--- src/common/xca_defs.vh ---
`ifndef XCA_DEFS_VH
`define XCA_DEFS_VH

// Memory decode
`define XCA_WORD_ADDR_W    4
`define XCA_ACK_ADDR       4'hF
`define XCA_SERVICED_INTERRUPT_NUMBER_W         4
// Lane placement
`define XCA_LANE_LOW       1'b0
`define XCA_LANE_HIGH      1'b1
// Memory width codes
`define XCA_WIDTH_8        2'h0
`define XCA_WIDTH_16       2'h1
`define XCA_WIDTH_32       2'h2
// Address extension sources
`define XCA_EXT_ADDR       2'h0
`define XCA_EXT_DMA        2'h1
`define XCA_EXT_TIMER      2'h2
`define XCA_EXT_SERIAL     2'h3
// Chip select sources
`define XCA_CS_HOST0       2'h0
`define XCA_CS_HOST1       2'h1
`define XCA_CS_CNTL0       2'h2
`define XCA_CS_CNTL1       2'h3
// Event pulse shaping
`define XCA_PULSE_COUNT    2
`define XCA_PULSE_HIGH_NS  200
`define XCA_CLK_PERIOD_NS  100
`define XCA_PULSE_CYCLES   ((`XCA_PULSE_HIGH_NS + `XCA_CLK_PERIOD_NS - 1) / `XCA_CLK_PERIOD_NS)
`endif

--- src/xca_sync.v ---
`include "xca_defs.vh"
module xca_sync #(
    parameter WIDTH = 1
) (
    input  wire             clock_in,
    input  wire             rst_in,
    input  wire [WIDTH-1:0] async_in,
    output wire [WIDTH-1:0] level_out
);
    reg [WIDTH-1:0] stage1_reg;
    reg [WIDTH-1:0] stage2_reg;
    reg [WIDTH-1:0] stage3_reg;
    reg [WIDTH-1:0] level_reg;
    integer i;

    // Change accepted once second and third stages agree
    always @(posedge clock_in or posedge rst_in) begin
        if (rst_in) begin
            stage1_reg <= {WIDTH{1'b0}};
            stage2_reg <= {WIDTH{1'b0}};
            stage3_reg <= {WIDTH{1'b0}};
            level_reg  <= {WIDTH{1'b0}};
        end else begin
            stage1_reg <= async_in;
            stage2_reg <= stage1_reg;
            stage3_reg <= stage2_reg;
            for (i = 0; i < WIDTH; i = i + 1) begin
                if (stage2_reg[i] == stage3_reg[i]) begin
                    level_reg[i] <= stage3_reg[i];
                end
            end
        end
    end

    assign level_out = level_reg;
endmodule

--- src/xca_event_pulser.v ---
`include "xca_defs.vh"
module xca_event_pulser #(
    parameter PULSES = `XCA_PULSE_COUNT,
    parameter HIGH_CYCLES = `XCA_PULSE_CYCLES
) (
    input  wire clock_in,
    input  wire rst_in,
    input  wire event_in,
    output wire busy_out,
    output wire pulse_out
);
    localparam ST_IDLE = 2'h0;
    localparam ST_HIGH = 2'h1;
    localparam ST_LOW  = 2'h2;

    reg [1:0] state_reg;
    reg [1:0] state_next;
    reg [7:0] time_reg;
    reg [7:0] time_next;
    reg [3:0] left_reg;
    reg [3:0] left_next;
    reg       pulse_reg;

    always @* begin
        state_next = state_reg;
        time_next  = time_reg;
        left_next  = left_reg;
        case (state_reg)
            ST_IDLE: begin
                if (event_in) begin
                    state_next = ST_HIGH;
                    time_next  = HIGH_CYCLES[7:0];
                    left_next  = PULSES[3:0];
                end
            end
            ST_HIGH: begin
                if (time_reg == 8'h01) begin
                    state_next = ST_LOW;
                    time_next  = HIGH_CYCLES[7:0];
                    left_next  = left_reg - 4'h1;
                end else begin
                    time_next = time_reg - 8'h01;
                end
            end
            ST_LOW: begin
                if (time_reg == 8'h01) begin
                    // Two pulses per interrupt so the host counter toggles 0 to 1
                    if (left_reg == 4'h0) begin
                        state_next = ST_IDLE;
                    end else begin
                        state_next = ST_HIGH;
                        time_next  = HIGH_CYCLES[7:0];
                    end
                end else begin
                    time_next = time_reg - 8'h01;
                end
            end
            default: begin
                state_next = ST_IDLE;
            end
        endcase
    end

    always @(posedge clock_in or posedge rst_in) begin
        if (rst_in) begin
            state_reg <= ST_IDLE;
            time_reg  <= 8'h00;
            left_reg  <= 4'h0;
            pulse_reg <= 1'b0;
        end else begin
            state_reg <= state_next;
            time_reg  <= time_next;
            left_reg  <= left_next;
            pulse_reg <= (state_next == ST_HIGH);
        end
    end

    assign pulse_out = pulse_reg;
    assign busy_out  = (state_reg != ST_IDLE);
endmodule

--- src/xca_adapter.v ---
`include "xca_defs.vh"
module xca_adapter #(
    parameter EXT_W = 4
) (
    input  wire             clock_in,
    input  wire             rst_in,
    // Platform straps
    input  wire [1:0]       cs_source_in,
    input  wire [1:0]       ext_source_in,
    input  wire             lane_high_in,
    input  wire [1:0]       mem_width_in,
    input  wire             ack_via_memory_in,
    input  wire             pd_via_gpio_in,
    input  wire             pulse2_via_int_in,
    input  wire             clock_via_serial_in,
    input  wire             byte_enable_connect_in,
    // Host memory interface
    input  wire [1:0]       host_chip_selects_n_in,
    input  wire [`XCA_WORD_ADDR_W-1:0] host_addr_in,
    input  wire             host_write_n_in,
    input  wire             host_read_n_in,
    input  wire [31:0]      host_data_in,
    output wire [31:0]      host_data_out,
    output wire [31:0]      host_data_oe_n_out,
    input  wire [3:0]       host_byte_enables_n_in,
    // Host spare outputs
    input  wire [1:0]       card_control_outputs,
    input  wire [3:0]       dma_done_outputs,
    input  wire [1:0]       timer_pulse_outputs,
    input  wire [1:0]       serial_tx_frame_syncs_in,
    input  wire [1:0]       serial_tx_clocks,
    input  wire             host_interrupt_to_card_in,
    input  wire             host_ack_in,
    input  wire [`XCA_SERVICED_INTERRUPT_NUMBER_W-1:0] host_serviced_interrupt_number_in,
    input  wire             host_powerdown_in,
    input  wire             host_gpio_pd_in,
    // Card side events toward host
    input  wire             card_event_in,
    input  wire             card_interrupt_in,
    input  wire             card_extra_interrupt_in,
    output wire [1:0]       timer_event_inputs,
    output wire             first_card_interrupt,
    output wire             spare_interrupt_out,
    output wire             serial_rx_frame_sync_out,
    output wire             serial_clock_source_out,
    output wire             serial_clock_source_oe_n_out,
    output wire [3:0]       byte_enables_n_out,
    // Card user side
    output wire [3:0]       card_addr_out,
    output wire [EXT_W-1:0] card_addr_ext_out,
    output wire             card_select_out,
    output wire             card_write_out,
    output wire             card_read_out,
    input  wire [15:0]      card_mem_rdata_in,
    output wire [15:0]      card_mem_wdata_out,
    output wire [31:0]      card_wide_wdata_out,
    input  wire [31:0]      card_wide_rdata_in,
    output wire             interrupt_acknowledge,
    output wire [`XCA_SERVICED_INTERRUPT_NUMBER_W-1:0] serviced_interrupt_number,
    output wire             powerdown_indicator,
    output wire             second_timer_pulse,
    output wire             first_timer_pulse_out,
    output wire             card_clock_out,
    output wire [3:0]       status_inputs_out
);
    //----------
    // Synchronised host and card signals
    //----------
    wire [1:0]  cs_n_s;
    wire        wr_n_s;
    wire        rd_n_s;
    wire [1:0]  cntl_s;
    wire [3:0]  dma_s;
    wire [1:0]  tout_s;
    wire [1:0]  fsx_s;
    wire [1:0]  clkx_s;
    wire        hint_s;
    wire        ack_s;
    wire        pd_s;
    wire        gpd_s;
    wire        cev_s;
    wire        cint_s;
    wire        cx_s;
    wire [2:0]  unused_s;

    xca_sync #(
        .WIDTH (26)
    ) u_sync (
        .clock_in  (clock_in),
        .rst_in    (rst_in),
        .async_in  ({host_chip_selects_n_in, host_write_n_in, host_read_n_in,
                     card_control_outputs, dma_done_outputs, timer_pulse_outputs,
                     serial_tx_frame_syncs_in, serial_tx_clocks,
                     host_interrupt_to_card_in, host_ack_in, host_powerdown_in,
                     host_gpio_pd_in, card_event_in, card_interrupt_in,
                     card_extra_interrupt_in, 3'h0}),
        .level_out ({cs_n_s, wr_n_s, rd_n_s, cntl_s, dma_s, tout_s, fsx_s, clkx_s,
                     hint_s, ack_s, pd_s, gpd_s, cev_s, cint_s, cx_s, unused_s})
    );

    //----------
    // Platform straps captured after reset
    //----------
    reg        cfg_done_reg;
    reg [1:0]  cs_src_reg;
    reg [1:0]  ext_src_reg;
    reg        lane_reg;
    reg [1:0]  width_reg;
    reg        ack_mem_reg;
    reg        pd_gpio_reg;
    reg        p2_int_reg;
    reg        clk_ser_reg;
    reg        be_con_reg;

    always @(posedge clock_in or posedge rst_in) begin
        if (rst_in) begin
            cfg_done_reg <= 1'b0;
            cs_src_reg   <= `XCA_CS_HOST0;
            ext_src_reg  <= `XCA_EXT_ADDR;
            lane_reg     <= `XCA_LANE_LOW;
            width_reg    <= `XCA_WIDTH_32;
            ack_mem_reg  <= 1'b0;
            pd_gpio_reg  <= 1'b0;
            p2_int_reg   <= 1'b0;
            clk_ser_reg  <= 1'b0;
            be_con_reg   <= 1'b0;
        end else if (!cfg_done_reg) begin
            cfg_done_reg <= 1'b1;
            cs_src_reg   <= cs_source_in;
            ext_src_reg  <= ext_source_in;
            lane_reg     <= lane_high_in;
            width_reg    <= mem_width_in;
            ack_mem_reg  <= ack_via_memory_in;
            pd_gpio_reg  <= pd_via_gpio_in;
            p2_int_reg   <= pulse2_via_int_in;
            clk_ser_reg  <= clock_via_serial_in;
            be_con_reg   <= byte_enable_connect_in;
        end
    end

    //----------
    // Chip select and address extension
    //----------
    reg sel_w;
    always @* begin
        case (cs_src_reg)
            `XCA_CS_HOST0: sel_w = !cs_n_s[0];
            `XCA_CS_HOST1: sel_w = !cs_n_s[1];
            `XCA_CS_CNTL0: sel_w = cntl_s[0];
            `XCA_CS_CNTL1: sel_w = cntl_s[1];
            default:       sel_w = 1'b0;
        endcase
    end

    reg [EXT_W-1:0] ext_w;
    always @* begin
        ext_w = {EXT_W{1'b0}};
        case (ext_src_reg)
            `XCA_EXT_DMA:    ext_w = dma_s[EXT_W-1:0];
            `XCA_EXT_TIMER:  ext_w[1:0] = tout_s;
            `XCA_EXT_SERIAL: ext_w[3:0] = {clkx_s, fsx_s};
            default:         ext_w = {EXT_W{1'b0}};
        endcase
    end

    reg [3:0]       addr_reg;
    reg [EXT_W-1:0] ext_reg;
    reg             sel_reg;
    reg             wr_reg;
    reg             rd_reg;
    reg [31:0]      wdata_reg;
    always @(posedge clock_in or posedge rst_in) begin
        if (rst_in) begin
            addr_reg  <= 4'h0;
            ext_reg   <= {EXT_W{1'b0}};
            sel_reg   <= 1'b0;
            wr_reg    <= 1'b0;
            rd_reg    <= 1'b0;
            wdata_reg <= 32'h00000000;
        end else begin
            addr_reg  <= host_addr_in;
            ext_reg   <= ext_w;
            sel_reg   <= sel_w;
            wr_reg    <= sel_w && !wr_n_s;
            rd_reg    <= sel_w && !rd_n_s;
            wdata_reg <= host_data_in;
        end
    end

    //----------
    // Byte lane alignment
    //----------
    function [15:0] lane_pick;
        input [31:0] bus;
        input        high;
        input [1:0]  width;
        begin
            if (high) begin
                lane_pick = (width == `XCA_WIDTH_8) ? {8'h00, bus[31:24]} : bus[31:16];
            end else begin
                lane_pick = (width == `XCA_WIDTH_8) ? {8'h00, bus[7:0]} : bus[15:0];
            end
        end
    endfunction

    reg [31:0] rdata_w;
    always @* begin
        if (width_reg == `XCA_WIDTH_32) begin
            rdata_w = card_wide_rdata_in;
        end else if (lane_reg == `XCA_LANE_HIGH) begin
            // Narrow top bit lands on bus bit 31
            rdata_w = (width_reg == `XCA_WIDTH_8) ?
                      {card_mem_rdata_in[7:0], 24'h000000} :
                      {card_mem_rdata_in, 16'h0000};
        end else begin
            rdata_w = {16'h0000, card_mem_rdata_in};
        end
    end

    reg [31:0] rdata_reg;
    reg        drive_reg;
    always @(posedge clock_in or posedge rst_in) begin
        if (rst_in) begin
            rdata_reg <= 32'h00000000;
            drive_reg <= 1'b0;
        end else begin
            rdata_reg <= rdata_w;
            drive_reg <= sel_w && !rd_n_s;
        end
    end

    assign host_data_out       = rdata_reg;
    assign host_data_oe_n_out  = {32{!drive_reg}};
    assign card_mem_wdata_out  = lane_pick(wdata_reg, lane_reg, width_reg);
    assign card_wide_wdata_out = wdata_reg;
    assign byte_enables_n_out  = be_con_reg ? host_byte_enables_n_in : 4'h0;

    //----------
    // Interrupt acknowledge and powerdown
    //----------
    reg                   ack_reg;
    reg [`XCA_SERVICED_INTERRUPT_NUMBER_W-1:0] serviced_interrupt_number_reg;
    wire mem_ack = sel_w && !wr_n_s && (host_addr_in == `XCA_ACK_ADDR);
    always @(posedge clock_in or posedge rst_in) begin
        if (rst_in) begin
            ack_reg  <= 1'b0;
            serviced_interrupt_number_reg <= {`XCA_SERVICED_INTERRUPT_NUMBER_W{1'b0}};
        end else if (ack_mem_reg) begin
            ack_reg <= mem_ack && !wr_reg;
            if (mem_ack && !wr_reg) begin
                serviced_interrupt_number_reg <= host_data_in[`XCA_SERVICED_INTERRUPT_NUMBER_W-1:0];
            end
        end else begin
            ack_reg  <= ack_s;
            serviced_interrupt_number_reg <= host_serviced_interrupt_number_in;
        end
    end

    reg pd_reg;
    always @(posedge clock_in or posedge rst_in) begin
        if (rst_in) begin
            pd_reg <= 1'b0;
        end else begin
            pd_reg <= pd_gpio_reg ? gpd_s : pd_s;
        end
    end

    //----------
    // Timers, clocks and status substitutes
    //----------
    reg p1_reg;
    reg p2_reg;
    reg ck_reg;
    always @(posedge clock_in or posedge rst_in) begin
        if (rst_in) begin
            p1_reg <= 1'b0;
            p2_reg <= 1'b0;
            ck_reg <= 1'b0;
        end else begin
            p1_reg <= tout_s[0];
            p2_reg <= p2_int_reg ? hint_s : tout_s[1];
            ck_reg <= clk_ser_reg ? clkx_s[0] : tout_s[0];
        end
    end

    //----------
    // Events toward host
    //----------
    wire tinp_pulse;
    reg cev_d_reg;
    reg cx_d_reg;
    reg fsr_reg;
    reg int_reg;
    reg spare_reg;
    wire cev_edge = cev_s && !cev_d_reg;

    xca_event_pulser u_pulser (
        .clock_in  (clock_in),
        .rst_in    (rst_in),
        .event_in  (cev_edge),
        .busy_out  (),
        .pulse_out (tinp_pulse)
    );
    always @(posedge clock_in or posedge rst_in) begin
        if (rst_in) begin
            cev_d_reg <= 1'b0;
            cx_d_reg  <= 1'b0;
            fsr_reg   <= 1'b0;
            int_reg   <= 1'b0;
            spare_reg <= 1'b0;
        end else begin
            cev_d_reg <= cev_s;
            cx_d_reg  <= cx_s;
            fsr_reg   <= cx_s && !cx_d_reg;
            int_reg   <= cint_s;
            spare_reg <= cev_s;
        end
    end

    assign timer_event_inputs = {2{tinp_pulse}};
    assign first_card_interrupt         = int_reg;
    assign spare_interrupt_out          = spare_reg;
    assign serial_rx_frame_sync_out     = fsr_reg;
    assign serial_clock_source_out      = 1'b0;
    assign serial_clock_source_oe_n_out = 1'b1;
    assign card_addr_out                = addr_reg;
    assign card_addr_ext_out            = ext_reg;
    assign card_select_out              = sel_reg;
    assign card_write_out               = wr_reg;
    assign card_read_out                = rd_reg;
    assign interrupt_acknowledge        = ack_reg;
    assign serviced_interrupt_number    = serviced_interrupt_number_reg;
    assign powerdown_indicator          = pd_reg;
    assign second_timer_pulse           = p2_reg;
    assign first_timer_pulse_out        = p1_reg;
    assign card_clock_out               = ck_reg;
    assign status_inputs_out            = {tout_s, dma_s[1:0]};
endmodule

--- config.mk ---
export PLATFORM = sky130hd
export DESIGN_NAME = xca_adapter
export DESIGN_NICKNAME = d
export VERILOG_FILES = /design/src/xca_sync.v /design/src/xca_event_pulser.v /design/src/xca_adapter.v
export VERILOG_INCLUDE_DIRS = /design/src /design/src/common
export SDC_FILE = /design/constraint.sdc
export NUM_CORES = 1
export LEC_CHECK = 0
export ABC_AREA = 1
export BUFFER_PORTS_ARGS = -buffer_cell sky130_fd_sc_hd__buf_2
export CAP_MARGIN = 5
export CORE_MARGIN = 2
export CORE_UTILIZATION = 45
export CTS_CLUSTER_SIZE = 20
export DETAILED_ROUTE_END_ITERATION = 10
export PLACE_DENSITY_LB_ADDON = 0.08
export SLEW_MARGIN = 20
export SYNTH_ARGS = -nofsm -noshare
export SYNTH_HDL_FRONTEND = slang
export SYNTH_SLANG_ARGS = --single-unit
--- constraint.sdc ---
create_clock -name clock_in -period 6.1 [get_ports clock_in]
set_input_delay 0.61 -clock clock_in [delete_from_list [all_inputs] [get_ports clock_in]]
set_output_delay 0.61 -clock clock_in [all_outputs]
set_load 0.005 [all_outputs]
== Word level (Yosys, flattened, before mapping) ==
Index checks and enable logic that the tools add are counted.

* $add $sub $neg: 2
* Equality and inequality tests: 39
* Mux-type cells: 29
* Reduce and logical (&&, ||, !) cells: 22

{| class="wikitable"
|+ Operator list
! operator !! count
|-
| 32-bit 2-to-1 mux || 3
|-
| 16-bit 2-to-1 mux || 3
|-
| 8-bit 2-to-1 mux || 4
|-
| 8-bit case mux with 3 select lines || 1
|-
| 1-bit equality test || 23
|-
| 4-bit 2-to-1 mux || 5
|-
| 2-bit equality test (second input constant) || 6
|-
| 2-bit case mux with 3 select lines || 2
|-
| 2-bit by 1-bit equality test with 1-bit output (second input constant) || 4
|-
| 8-bit by 1-bit equality test with 1-bit output (second input constant) || 1
|-
| 1-bit logical NOT || 8
|-
| 4-bit case mux with 2 select lines || 1
|-
| 8-bit by 1-bit subtractor with 8-bit output (second input constant) || 1
|-
| 1-bit logical AND || 6
|-
| 2-bit logical NOT || 3
|-
| 2-bit 2-to-1 mux || 3
|-
| 3-bit AND reduction || 2
|-
| 1-bit 2-to-1 mux || 5
|-
| 4-bit equality test (second input constant) || 1
|-
| 4-bit logical NOT || 1
|-
| 2-bit by 1-bit != test with 1-bit output (second input constant) || 2
|-
| 1-bit case mux with 4 select lines || 1
|-
| 2-bit case mux with 2 select lines || 1
|-
| 4-bit by 1-bit subtractor with 4-bit output (second input constant) || 1
|-
| other kinds (4) || 4
|}

* Register bits: 208
* Input bits: 129
* Output and inout port bits: 147
* Logic and storage cells: 149

== Longest topological paths before layout ==
Gate-level depths: netlist (run 1).

* Word-level depth: 7
* Gate-level depth with buffers: 11
* Mapped depth without buffers: 11

== Cells and area by module ==
From an unflattened synthesis (run 1), not the netlist that was laid out.

* Cell total of the unflattened synthesis: 738
* Area total of the unflattened synthesis: 8127.8 um2

{| class="wikitable"
|+ Modules (own cells, without submodules)
! module !! times used !! cells an instance !! area each (um2) !! seq. area each (um2)
|-
| xca_adapter || 1 || 403 || 4092.7 || 2528.7
|-
| xca_sync || 1 || 209 || 3029.2 || 2602.5
|-
| xca_event_pulser || 1 || 126 || 1006.0 || 375.4
|}

== Worst setup path after synthesis (run 1) ==
Ideal clock, no wire load.

* Path type: reg-to-output
* Start point: register width_reg[1]
* End point: output card_mem_wdata_out[0]
* Arrival time: 1195 ps
* Data required time: 5490 ps
* Path slack: 4295 ps
* Stages on the path, launching flop included: 7
* Buffers on the path: 2
* Cell sequence: dfstp_2 > buf_4 > nor2_4 > inv_2 > buf_2 > nor2_1 > o21ai_0

* Word-level cells in the longest chain between the ends: 3

{| class="wikitable"
|+ RTL lines
! item !! line !! RTL
|-
| from (decl) || xca_adapter.v:108 || <nowiki>reg [1:0] width_reg;</nowiki>
|-
| from (signal assigned) || xca_adapter.v:121 || <nowiki>width_reg <= `XCA_WIDTH_32;</nowiki>
|-
| from (signal assigned) || xca_adapter.v:132 || <nowiki>width_reg <= mem_width_in;</nowiki>
|-
| 2-bit logical NOT (no line) || -- ||
|-
| 16-bit 2-to-1 mux || xca_adapter.v:199 || <nowiki>lane_pick = (width == `XCA_WIDTH_8) ? {8'h00, bus[31:24]} : bus[31:16];</nowiki>
|-
| 16-bit 2-to-1 mux || xca_adapter.v:198 || <nowiki>if (high) begin</nowiki>
|-
| to (decl) || xca_adapter.v:55 || <nowiki>output wire [15:0] card_mem_wdata_out,</nowiki>
|}

Every way passes these cells.

== Worst setup path in the final report (run 1) ==
* Start point: register lane_reg
* End point: output card_mem_wdata_out[8]

* Word-level cells in the longest chain between the ends: 1

{| class="wikitable"
|+ RTL lines
! item !! line !! RTL
|-
| from (decl) || xca_adapter.v:107 || <nowiki>reg lane_reg;</nowiki>
|-
| from (signal assigned) || xca_adapter.v:120 || <nowiki>lane_reg <= `XCA_LANE_LOW;</nowiki>
|-
| from (signal assigned) || xca_adapter.v:131 || <nowiki>lane_reg <= lane_high_in;</nowiki>
|-
| 16-bit 2-to-1 mux || xca_adapter.v:198 ||
|}

Every way passes these cells.

==> impl_results.md, run 1 <==
- Vias/cell: slightly below 5
- Least-Margin Pin Slew: between 0.9 and 1 ns
- Synth area leader: dfrtp_1
- Routed WL per cell: ~16 um
- Vias after detailed routing: around 5,400
- Cell count after synthesis: between 600 and 700
- Row cnt: 47
- Final GP Congestion: 0.844
- Layout cell share with drive strength beyond 1: 0.387
- CP required: about 5.5 ns
- # clock sinks: 208
- Via count of the first global-routing pass: about 5,700
- Min Hold Slack: 0.220 ns
- Final setup fails: 0
- Clock root buffer: clkbuf_16
- Met2 wire length: 9270 um
- Clock transition at path regs: 0.06 ns
- Critical path endpoint category: output pin
- Post-CTS Setup Bufs: 0
- RSZ-0062 raised after global routing: no
- Number of flops mapped to enable cells by yosys: 0
- Clk_skew: between 0.007 and 0.008 ns
- Initial Util: 0.461
- Worst setup SP type: flop
- Largest cells by area after synthesis: dfrtp_1 (68%), buf_4 (3.8%), nand2_1 (3.6%)
- Fmax: between 300 and 400 MHz
- Total Wirelength: about 18,000 um
- Wl on met1: 7260 um
- Clock latency on the worst-skew pair: about 0.5 ns
- Drc violations: 0
- Fin. Hold Viols: 0
- CP Max Fanout: 33
- Power per cell area: between 300 and 400 nW/um^2
- Max-cap violations: 0
- Initial antenna violation count: 2
- Total gr overflow: 0
- Drt pass-1 iters: 5
- Total CTS buffers: 22
- Worst hold path type: input port to flop
- Die ar.: approximately 18,000 um^2
- Synth Flop Type: dfrtp_1
- Top routing layer in use: met5
- CTS tree: yes
- Worst Path Arrival: 2.52 ns
- Worst IR Drop VDD: 252 uV
- Die Y: roughly 130 um
- IO buf count: roughly 270
- Share of the synthesized area in the top cell type: 0.677
- Ports: 276
- Setup TNS: 0 ns
- Fin nets: about 1,000
- Distinct cells, synth: 35
- Syn Area/Cell: 11.8 um^2
- Cts repair resizes: 0
- Sequential share of the synthesized area: 0.680
- Area Growth Syn to Fin: 26.4%
- Largest net degree at the start of global routing: 209
- GRT Overall Usage: 0.204
- Min Tclk post-route: around 3.1 ns
- Antenna-violating nets left: 0
- Final cycle utilization of the critical path: 0.513
- First-pass GRT wire length: around 29,000 um
- Outcome: complete, no violations
- FFs w/ async S/R, synth: 1.00
- 1st-iter DRT viols: 204
- Pleak: roughly 0.005 uW
- Dpl hpwl: roughly 13,000 um
- WS Path Type: flop to output pin
- Relative slew slack: 0.340
- #FFs+latches synth: 208
- Htree depth: 1
- CORE AREA: between 15,000 and 20,000 um^2
- Cell area after synthesis: about 7700 um^2
- Worst-case clock buffer depth: 3
- Die X-Extent: 134 um
- Yosys warns: 0
- WL met3: about 1300 um
- Final Max Slew Viols: 0
- Hold buffers post-CTS: 0
where the power goes:
group / internal [uW] / total (uW) / leakage, uW / switching [uW]
Clock: 769 / 1280 / 0.000346 / 509
Combinational: 276 / 677 / 0.00206 / 401
Sequential: 1530 / 1620 / 0.00248 / 92.0
worst max-delay path, cell delays in order (launching register included):
cell	delay, ns
dfrtp_1	0.99
inv_2	0.54
nor2_1	0.27
nor3_1	0.07
buf_2	0.16
cells in the mapped netlist, types with 2 or more instances:
master,n
a21oi_1,27
buf_2,11
buf_4,39
clkbuf_1,6
conb_1,2
dfrtp_1,207
ha_1,7
inv_1,40
inv_2,4
maj3_1,23
mux2_2,14
nand2_1,74
nand2_2,5
nand3_1,47
nand3_2,3
nand4_1,2
nor2_1,69
nor2_2,3
nor2_4,2
nor3_1,9
o21ai_0,27
o21ai_1,3
o21ai_2,5
o311ai_0,2
o31ai_1,7
xor2_1,3
metal layers:
metal / track usage / up-vias
met5: 0 / -
met4: 0.0626 / 2
met3: 0.0438 / 29
met2: 0.361 / 216
met1: 0.251 / 2645
li1: - / 2557
cell type report:
type / instances / area, um^2
inverter: 45 / 178
clock buffer: 32 / 639
timing repair buffer: 275 / 1410
clock inverter: 7 / 66.3
multi-input combinational: 341 / 1890
sequential: 208 / 5210
antenna: 1 / 2.50
tap: 220 / 275
fill: 1462 / 6910
final timing paths:
check	startpoint	endpoint	slack, ns	cells after the start
min	host_data_in[5]	card_wide_wdata_out[5]$_DFF_PP0_	0.22	1
max in group asynchronous	rst_in	card_wide_wdata_out[18]$_DFF_PP0_	4.90	4
max reg2reg	lane_reg$_DFFE_PP0N_	host_data_out[1]$_DFF_PP0_	4.16	3
max	lane_reg$_DFFE_PP0N_	card_mem_wdata_out[8]	2.97	4
min reg2reg	u_sync.stage1_reg[10]$_DFF_PP0_	u_sync.stage2_reg[10]$_DFF_PP0_	0.35	0
min in group asynchronous	rst_in	u_sync.level_out[14]$_DFFE_PP0N_	0.25	3
metrics by stage:
step                area (um^2)  total power, uW   util  instances  worst slack, ns
floorplan                  7660             2100      -        651             2.79
global placement           8940             2280  0.539       1088             3.36
detailed placement         8940             2320  0.539       1088             3.17
CTS                        9650             3620  0.582       1127             2.63
global route               9670             3780  0.583       1128             2.81
finish                     9680             3570  0.583       1129             2.97
kinds of logic after synthesis:
kind of cell | Yosys count | share of synthesized area
simple gates | 217 | 0.126
flops | 208 | 0.680
buf+inv | 102 | 0.0726
compound gates | 74 | 0.0549
fa+ha+maj | 30 | 0.0415
mux | 14 | 0.0206
xor+xnor | 3 | 0.00343
other cells | 2 | 0.000981
cell usage in the layout (no fill, tap or decap), types with 2 or more instances in the layout:
cell	synthesis	layout
buf_2	11	273
maj3_1	23	23
nand3_2	3	3
xor2_1	3	3
nor2_2	3	3
clkbuf_8	0	3
inv_2	4	5
nand4_1	2	2
clkbuf_16	0	23
mux2_2	14	14
clkinvlp_4	0	2
dfrtp_1	207	207
o21ai_1	3	3
inv_1	40	38
conb_1	2	3
o31ai_1	7	7
nand3_1	47	47
nor2_4	2	2
o311ai_0	2	2
o21ai_0	27	27
nand2_1	74	74
ha_1	7	7
a21oi_1	27	27
nand2_2	5	5
clkbuf_1	6	6
clkinv_2	0	4
nor2_1	69	69
nor3_1	9	9
o21ai_2	5	5
Power figures use the tool's default switching activity.
==> run 2, diff against run 1 <==
--- a/config.mk
+++ b/config.mk
@@ -10,7 +10,7 @@
 export BUFFER_PORTS_ARGS = -buffer_cell sky130_fd_sc_hd__buf_2
 export CAP_MARGIN = 5
 export CORE_MARGIN = 2
-export CORE_UTILIZATION = 45
+export CORE_UTILIZATION = 49
 export CTS_CLUSTER_SIZE = 20
 export DETAILED_ROUTE_END_ITERATION = 10
 export PLACE_DENSITY_LB_ADDON = 0.08
==> constraint.sdc (replaced) <==
create_clock -name clock_in -period 3 [get_ports clock_in]
set_input_delay 0.3 -clock clock_in [delete_from_list [all_inputs] [get_ports clock_in]]
set_output_delay 0.3 -clock clock_in [all_outputs]
set_load 0.005 [all_outputs]
==> run 2 against run 1 <==
Effect of this change: routed wire length up 3.2%; critical endpoint is now card_mem_wdata_out[7]; first-iteration DRC count up 65%; global-route usage up 2.3 points; largest power group unchanged; die area down 7.9%; setup slack worse by 2.6 ns; combinational power up 110%; via count up 5.8%; cell count up 5.4%; utilization up 9.4 points; highest routed layer is now met4; clock skew up 0.010 ns.
==> impl_results.md, run 2 (same netlist as run 1, synthesis figures left out) <==
- IO buf count: 273
- Ports: ~280
- Drt pass-1 iters: 5
- Pleak: 0.00518 uW
- Worst Path Arrival: approximately 2.3 ns
- Clock transition at path regs: around 0.06 ns
- Commonest non-fill, non-tap cells in the layout: buf_2 (273), dfrtp_1 (207), nand2_1 (74), nor2_1 (69), dlygate4sd3_1 (62)
- R2r endpoint: host_data_out[26]$_DFF_PP0_
- Total Wirelength: about 19,000 um
- Row cnt: 45
- Hold Path Depth: 2
- Critical path startpoint: width_reg[1]$_DFFE_PP1N_
- Commonest non-fill, non-tap cell in the layout: buf_2
- Initial antenna violation count: 3
- Largest net degree at the start of global routing: 91
- CP Max Fanout: 24
- GRT Overall Usage: 0.227
- # clock sinks: ~210
- First-pass GRT wire length: 29,200 um
- CP required: between 2 and 3 ns
- Drc violations: 0
- Hold path start: ack_via_memory_in
- Area Growth Syn to Fin: 35.2%
- Worst hold path type: input port to flop
- Final cycle utilization of the critical path: 0.862
- Die ar.: between 15,000 and 20,000 um^2
- Critical path endpoint category: output pin
- Core Util, Final: 0.678
- Clk_skew: 0.0184 ns
- Vias after detailed routing: around 5,800
- Worst-case clock buffer depth: 3
- Power per cell area: approximately 720 nW/um^2
- Final Max Slew Viols: 0
- Vias/cell: approximately 4.8
- Final GP Congestion: about 0.85
- RSZ-0062 raised after global routing: no
- 1st-iter DRT viols: ~340
- Total CTS buffers: 23
- Antenna-violating nets left: 0
- Final setup fails: 0
- Clock root buffer: clkbuf_16
- Worst Hold Path EP: ack_mem_reg$_DFFE_PP0N_
- Fin nets: between 1,000 and 1,500
- Layout cell share with drive strength beyond 1: 0.362
- Fmax: about 390 MHz
- Min Tclk post-route: ~2.6 ns
- R2R Setup Slk: approximately 1.1 ns
- Final non-filler cell area: a little over 10,000 um^2
- CORE AREA: 15,300 um^2
- Post-DP Area: approximately 9000 um^2
- Setup TNS: 0 ns
- WS Path Type: flop to output pin
- FF-to-FF Start: width_reg[0]$_DFFE_PP0N_
- Initial Util: 0.502
- Htree depth: 1
- Fin. Hold Viols: 0
- Post-CTS Setup Bufs: 0
- Die Y: 129 um
- Die X-Extent: approximately 130 um
- Hold buffers post-CTS: a little over 60
- Max-cap violations: 0
- Worst setup SP type: flop
- Relative slew slack: 0.577
- Routed WL per cell: 15.9 um
- Dpl hpwl: roughly 13,000 um
- Total gr overflow: 0
- CTS tree: yes
- Via count of the first global-routing pass: around 6,000
- Reg2reg path depth: 4
- Cts repair resizes: 0
- Least-Margin Pin Slew: around 0.63 ns
- Outcome: complete, no violations
- Worst IR Drop VDD: about 450 uV
- Clock latency on the worst-skew pair: 0.51 ns
-- run 2: layout make-up --
type                       instances  area [um^2]
antenna                            3         7.51
clock buffer                      37          678
clock inverter                     5         65.1
fill                            1146         4920
inverter                          45          178
multi-input combinational        341         1890
sequential                       208         5210
tap                              211          264
timing repair buffer             340         2050
-- run 2: worst max path at each step --
stage                                   end  slack, ns  cells past startpoint
global route          card_mem_wdata_out[7]       0.26                      5
CTS                   card_mem_wdata_out[7]       0.39                      5
finish                card_mem_wdata_out[7]       0.41                      5
floorplan           ack_mem_reg$_DFFE_PP0N_     0.0006                      1
global placement      card_mem_wdata_out[7]       1.01                      5
detailed placement    card_mem_wdata_out[7]       0.93                      5
-- run 2: report_power, final --
group          leakage (uW)  switching [uW]  total, uW  internal [uW]
Combinational       0.00233             832       1450            616
Sequential          0.00248             180       3280           3100
Clock              0.000366            1060       2700           1640
Total               0.00518            2080       7430           5360
-- run 2: worst max-delay path, cell delays in order (launching register included) --
cell and delay, ns:
dfstp_2 0.76, nor2_4 0.19, inv_2 0.32, nor2_1 0.07, o21ai_0 0.27, buf_2 0.17
-- run 2: per-layer routing --
metal / vias to the layer above / track usage / routed length, um
met5: - / 0 / 0
met4: 0 / 0.0850 / 724
met3: 47 / 0.0462 / 1230
met2: 233 / 0.422 / 9810
met1: 2782 / 0.257 / 7120
li1: 2701 / - / -
-- run 2: stage by stage --
stage	setup WS (ns)	cells	hold WS [ns]	power (uW)
finish	0.414	1190	0.0211	7430
global route	0.256	1189	0.0108	7860
global placement	1.01	1083	0.332	4650
floorplan	0.000584	651	0.331	4260
detailed placement	0.933	1083	0.336	4710
CTS	0.393	1187	0.00237	7500
==> run 3, diff against run 2 <==
==> constraint.sdc (replaced) <==
create_clock -name clock_in -period 3 [get_ports clock_in]
set_input_delay 0.6 -clock clock_in [delete_from_list [all_inputs] [get_ports clock_in]]
set_output_delay 0.6 -clock clock_in [all_outputs]
set_load 0.005 [all_outputs]
==> run 3 against run 2 <==
Effect of this change: utilization decreased by 4.1 points; worst hold slack improved by 0.11 ns; maximum frequency decreased by 6.8%; count of clock-buffer cells in the layout decreased by 7; critical path depth unchanged; power decreased by 1.8%; cell count decreased by 5.2%; clock power decreased by 3%; design area decreased by 6.1%; combinational power decreased by 4%; global-route usage decreased by 1.0 points.
==> impl_results.md, run 3 (same netlist as run 1, synthesis figures left out) <==
- Outcome: complete, no violations
- Register area: 5210 um^2
- CP bufs+invs: 2
- Post-CTS Setup Bufs: 0
- Routed WL per cell: 16.1 um
- Layout cell share with drive strength beyond 1: 0.393
- Critical path startpoint: width_reg[1]$_DFFE_PP1N_
- Relative slew slack: 0.557
- Clk_skew: between 0.008 and 0.009 ns
- Slowest CP cell: dfstp_2
- Commonest non-fill, non-tap cells in the layout: buf_2 (273), dfrtp_1 (207), nand2_1 (74), nor2_1 (69), nand3_1 (47)
- RSZ-0062 raised after global routing: no
- Fmax: approximately 360 MHz
- Hold buffers post-CTS: 0
- Vias/cell: roughly 4.8
- Delay of the slowest critical-path stage: between 0.7 and 0.8 ns
- Row cnt: 45
- WS Path Type: flop to output pin
- Power per cell area: 751 nW/um^2
- CORE AREA: 15,300 um^2
- Total gr overflow: 0
- Initial Util: 0.502
- CP Max Fanout: 20
- Commonest non-fill, non-tap cell in the layout: buf_2
- Post-layout power: 7300 uW
- Total CTS buffers: 22
- Max-cap violations: 0
- Worst-case clock buffer depth: 3
- # fillers: 1,251
- Top Family by Delay on Critical Path: flip-flops
- FF-to-FF Start: width_reg[0]$_DFFE_PP0N_
- Critical path endpoint category: output pin
- Final cycle utilization of the critical path: 0.925
- Htree depth: 1
- Total Wirelength: ~18,000 um
- Final setup fails: 0
- Area Growth Syn to Fin: 27.0%
- Worst IR Drop VDD: about 520 uV
- Worst setup SP type: flop
- Multi-input gate area: 1900 um^2
- CTS tree: yes
- Fin nets: between 1,000 and 1,500
- First-pass GRT wire length: between 20,000 and 30,000 um
- Least-Margin Pin Slew: around 0.66 ns
- Clock latency on the worst-skew pair: 0.49 ns
- Via count of the first global-routing pass: about 5,300
- Ports: 276
- Clock transition at path regs: 0.06 ns
- 1st-iter DRT viols: around 340
- Final Max Slew Viols: 0
- Die X-Extent: around 130 um
- Min Hold Slack: between 0.1 and 0.15 ns
- Worst Path Arrival: about 2.2 ns
- Cts repair resizes: 0
- # clock sinks: around 210
- Fin. Hold Viols: 0
- Die ar.: around 17,000 um^2
- Antenna-violating nets left: 0
- Worst hold path type: input port to asynchronous set/reset pin
- Setup TNS: 0 ns
- Drt pass-1 iters: 4
- Worst path cell trace: nor2_4, inv_2, nor2_1, o21ai_0, buf_2
- Final GP Congestion: between 0.8 and 0.9
- Largest net degree at the start of global routing: between 80 and 90
- Min Tclk post-route: between 2 and 3 ns
- Clock root buffer: clkbuf_16
- Dpl hpwl: 13,400 um
- CP required: between 2 and 2.5 ns
- IO buf count: around 270
- Initial antenna violation count: 4
- Pleak: approximately 0.0049 uW
- Vias after detailed routing: about 5,400
- Drc violations: 0
- GRT Overall Usage: 0.217
- Die Y: 129 um
-- run 3: changes by cell type in the layout (fill, tap and decap cells not counted), sizes merged --
cell         before  now
dlygate4sd3      62    0
clkbuf           37   30
clkinv            3    7
buf             278  279
clkinvlp          1    2
nor2             74   75
-- run 3: per-layer routing --
layer,wire length (um),global-route usage,up-vias
li1,-,-,2577
met1,7150,0.264,2607
met2,9160,0.383,214
met3,1210,0.0482,45
met4,663,0.0742,2
met5,13,0,-
-- run 3: worst paths after layout --
kind	cells after the start	slack, ns	endpoint
setup / recovery	5	0.23	card_mem_wdata_out[3]
max in group asynchronous	3	2.07	p2_int_reg$_DFFE_PP0N_
setup reg to reg	4	1.03	host_data_out[24]$_DFF_PP0_
hold / removal	2	0.14	first_card_interrupt$_DFF_PP0_
hold reg to reg	0	0.35	u_sync.stage2_reg[8]$_DFF_PP0_
min in group clock_in	1	0.22	u_sync.stage1_reg[13]$_DFF_PP0_
-- run 3: cell type report --
class / instances / share of cell area
clock buffers: 30 / 0.0661
inverters: 45 / 0.0183
diodes: 3 / 0.000773
clock inverters: 10 / 0.00837
multi-input cells: 342 / 0.196
flip-flops and latches: 208 / 0.536
repair buffers: 279 / 0.148
well taps: 211 / 0.0272
-- run 3: report_power, final --
group | total [uW] | leakage, uW | internal, uW | switching, uW
Sequential | 3280 | 0.00248 | 3100 | 181
Combinational | 1390 | 0.00208 | 565 | 820
Clock | 2630 | 0.000362 | 1590 | 1040
Total | 7300 | 0.00493 | 5250 | 2040
-- run 3: per-stage QoR --
step           std cells   util  cell area (um^2)  setup slack (ns)
6_report            1128  0.637              9720             0.226
5_1_grt             1127  0.637              9710            0.0866
4_1_cts             1124  0.636              9700            0.0601
3_5_place_dp        1084  0.588              8980             0.600
3_3_place_gp        1084  0.588              8980             0.696
2_1_floorplan        651      -              7660            -0.299
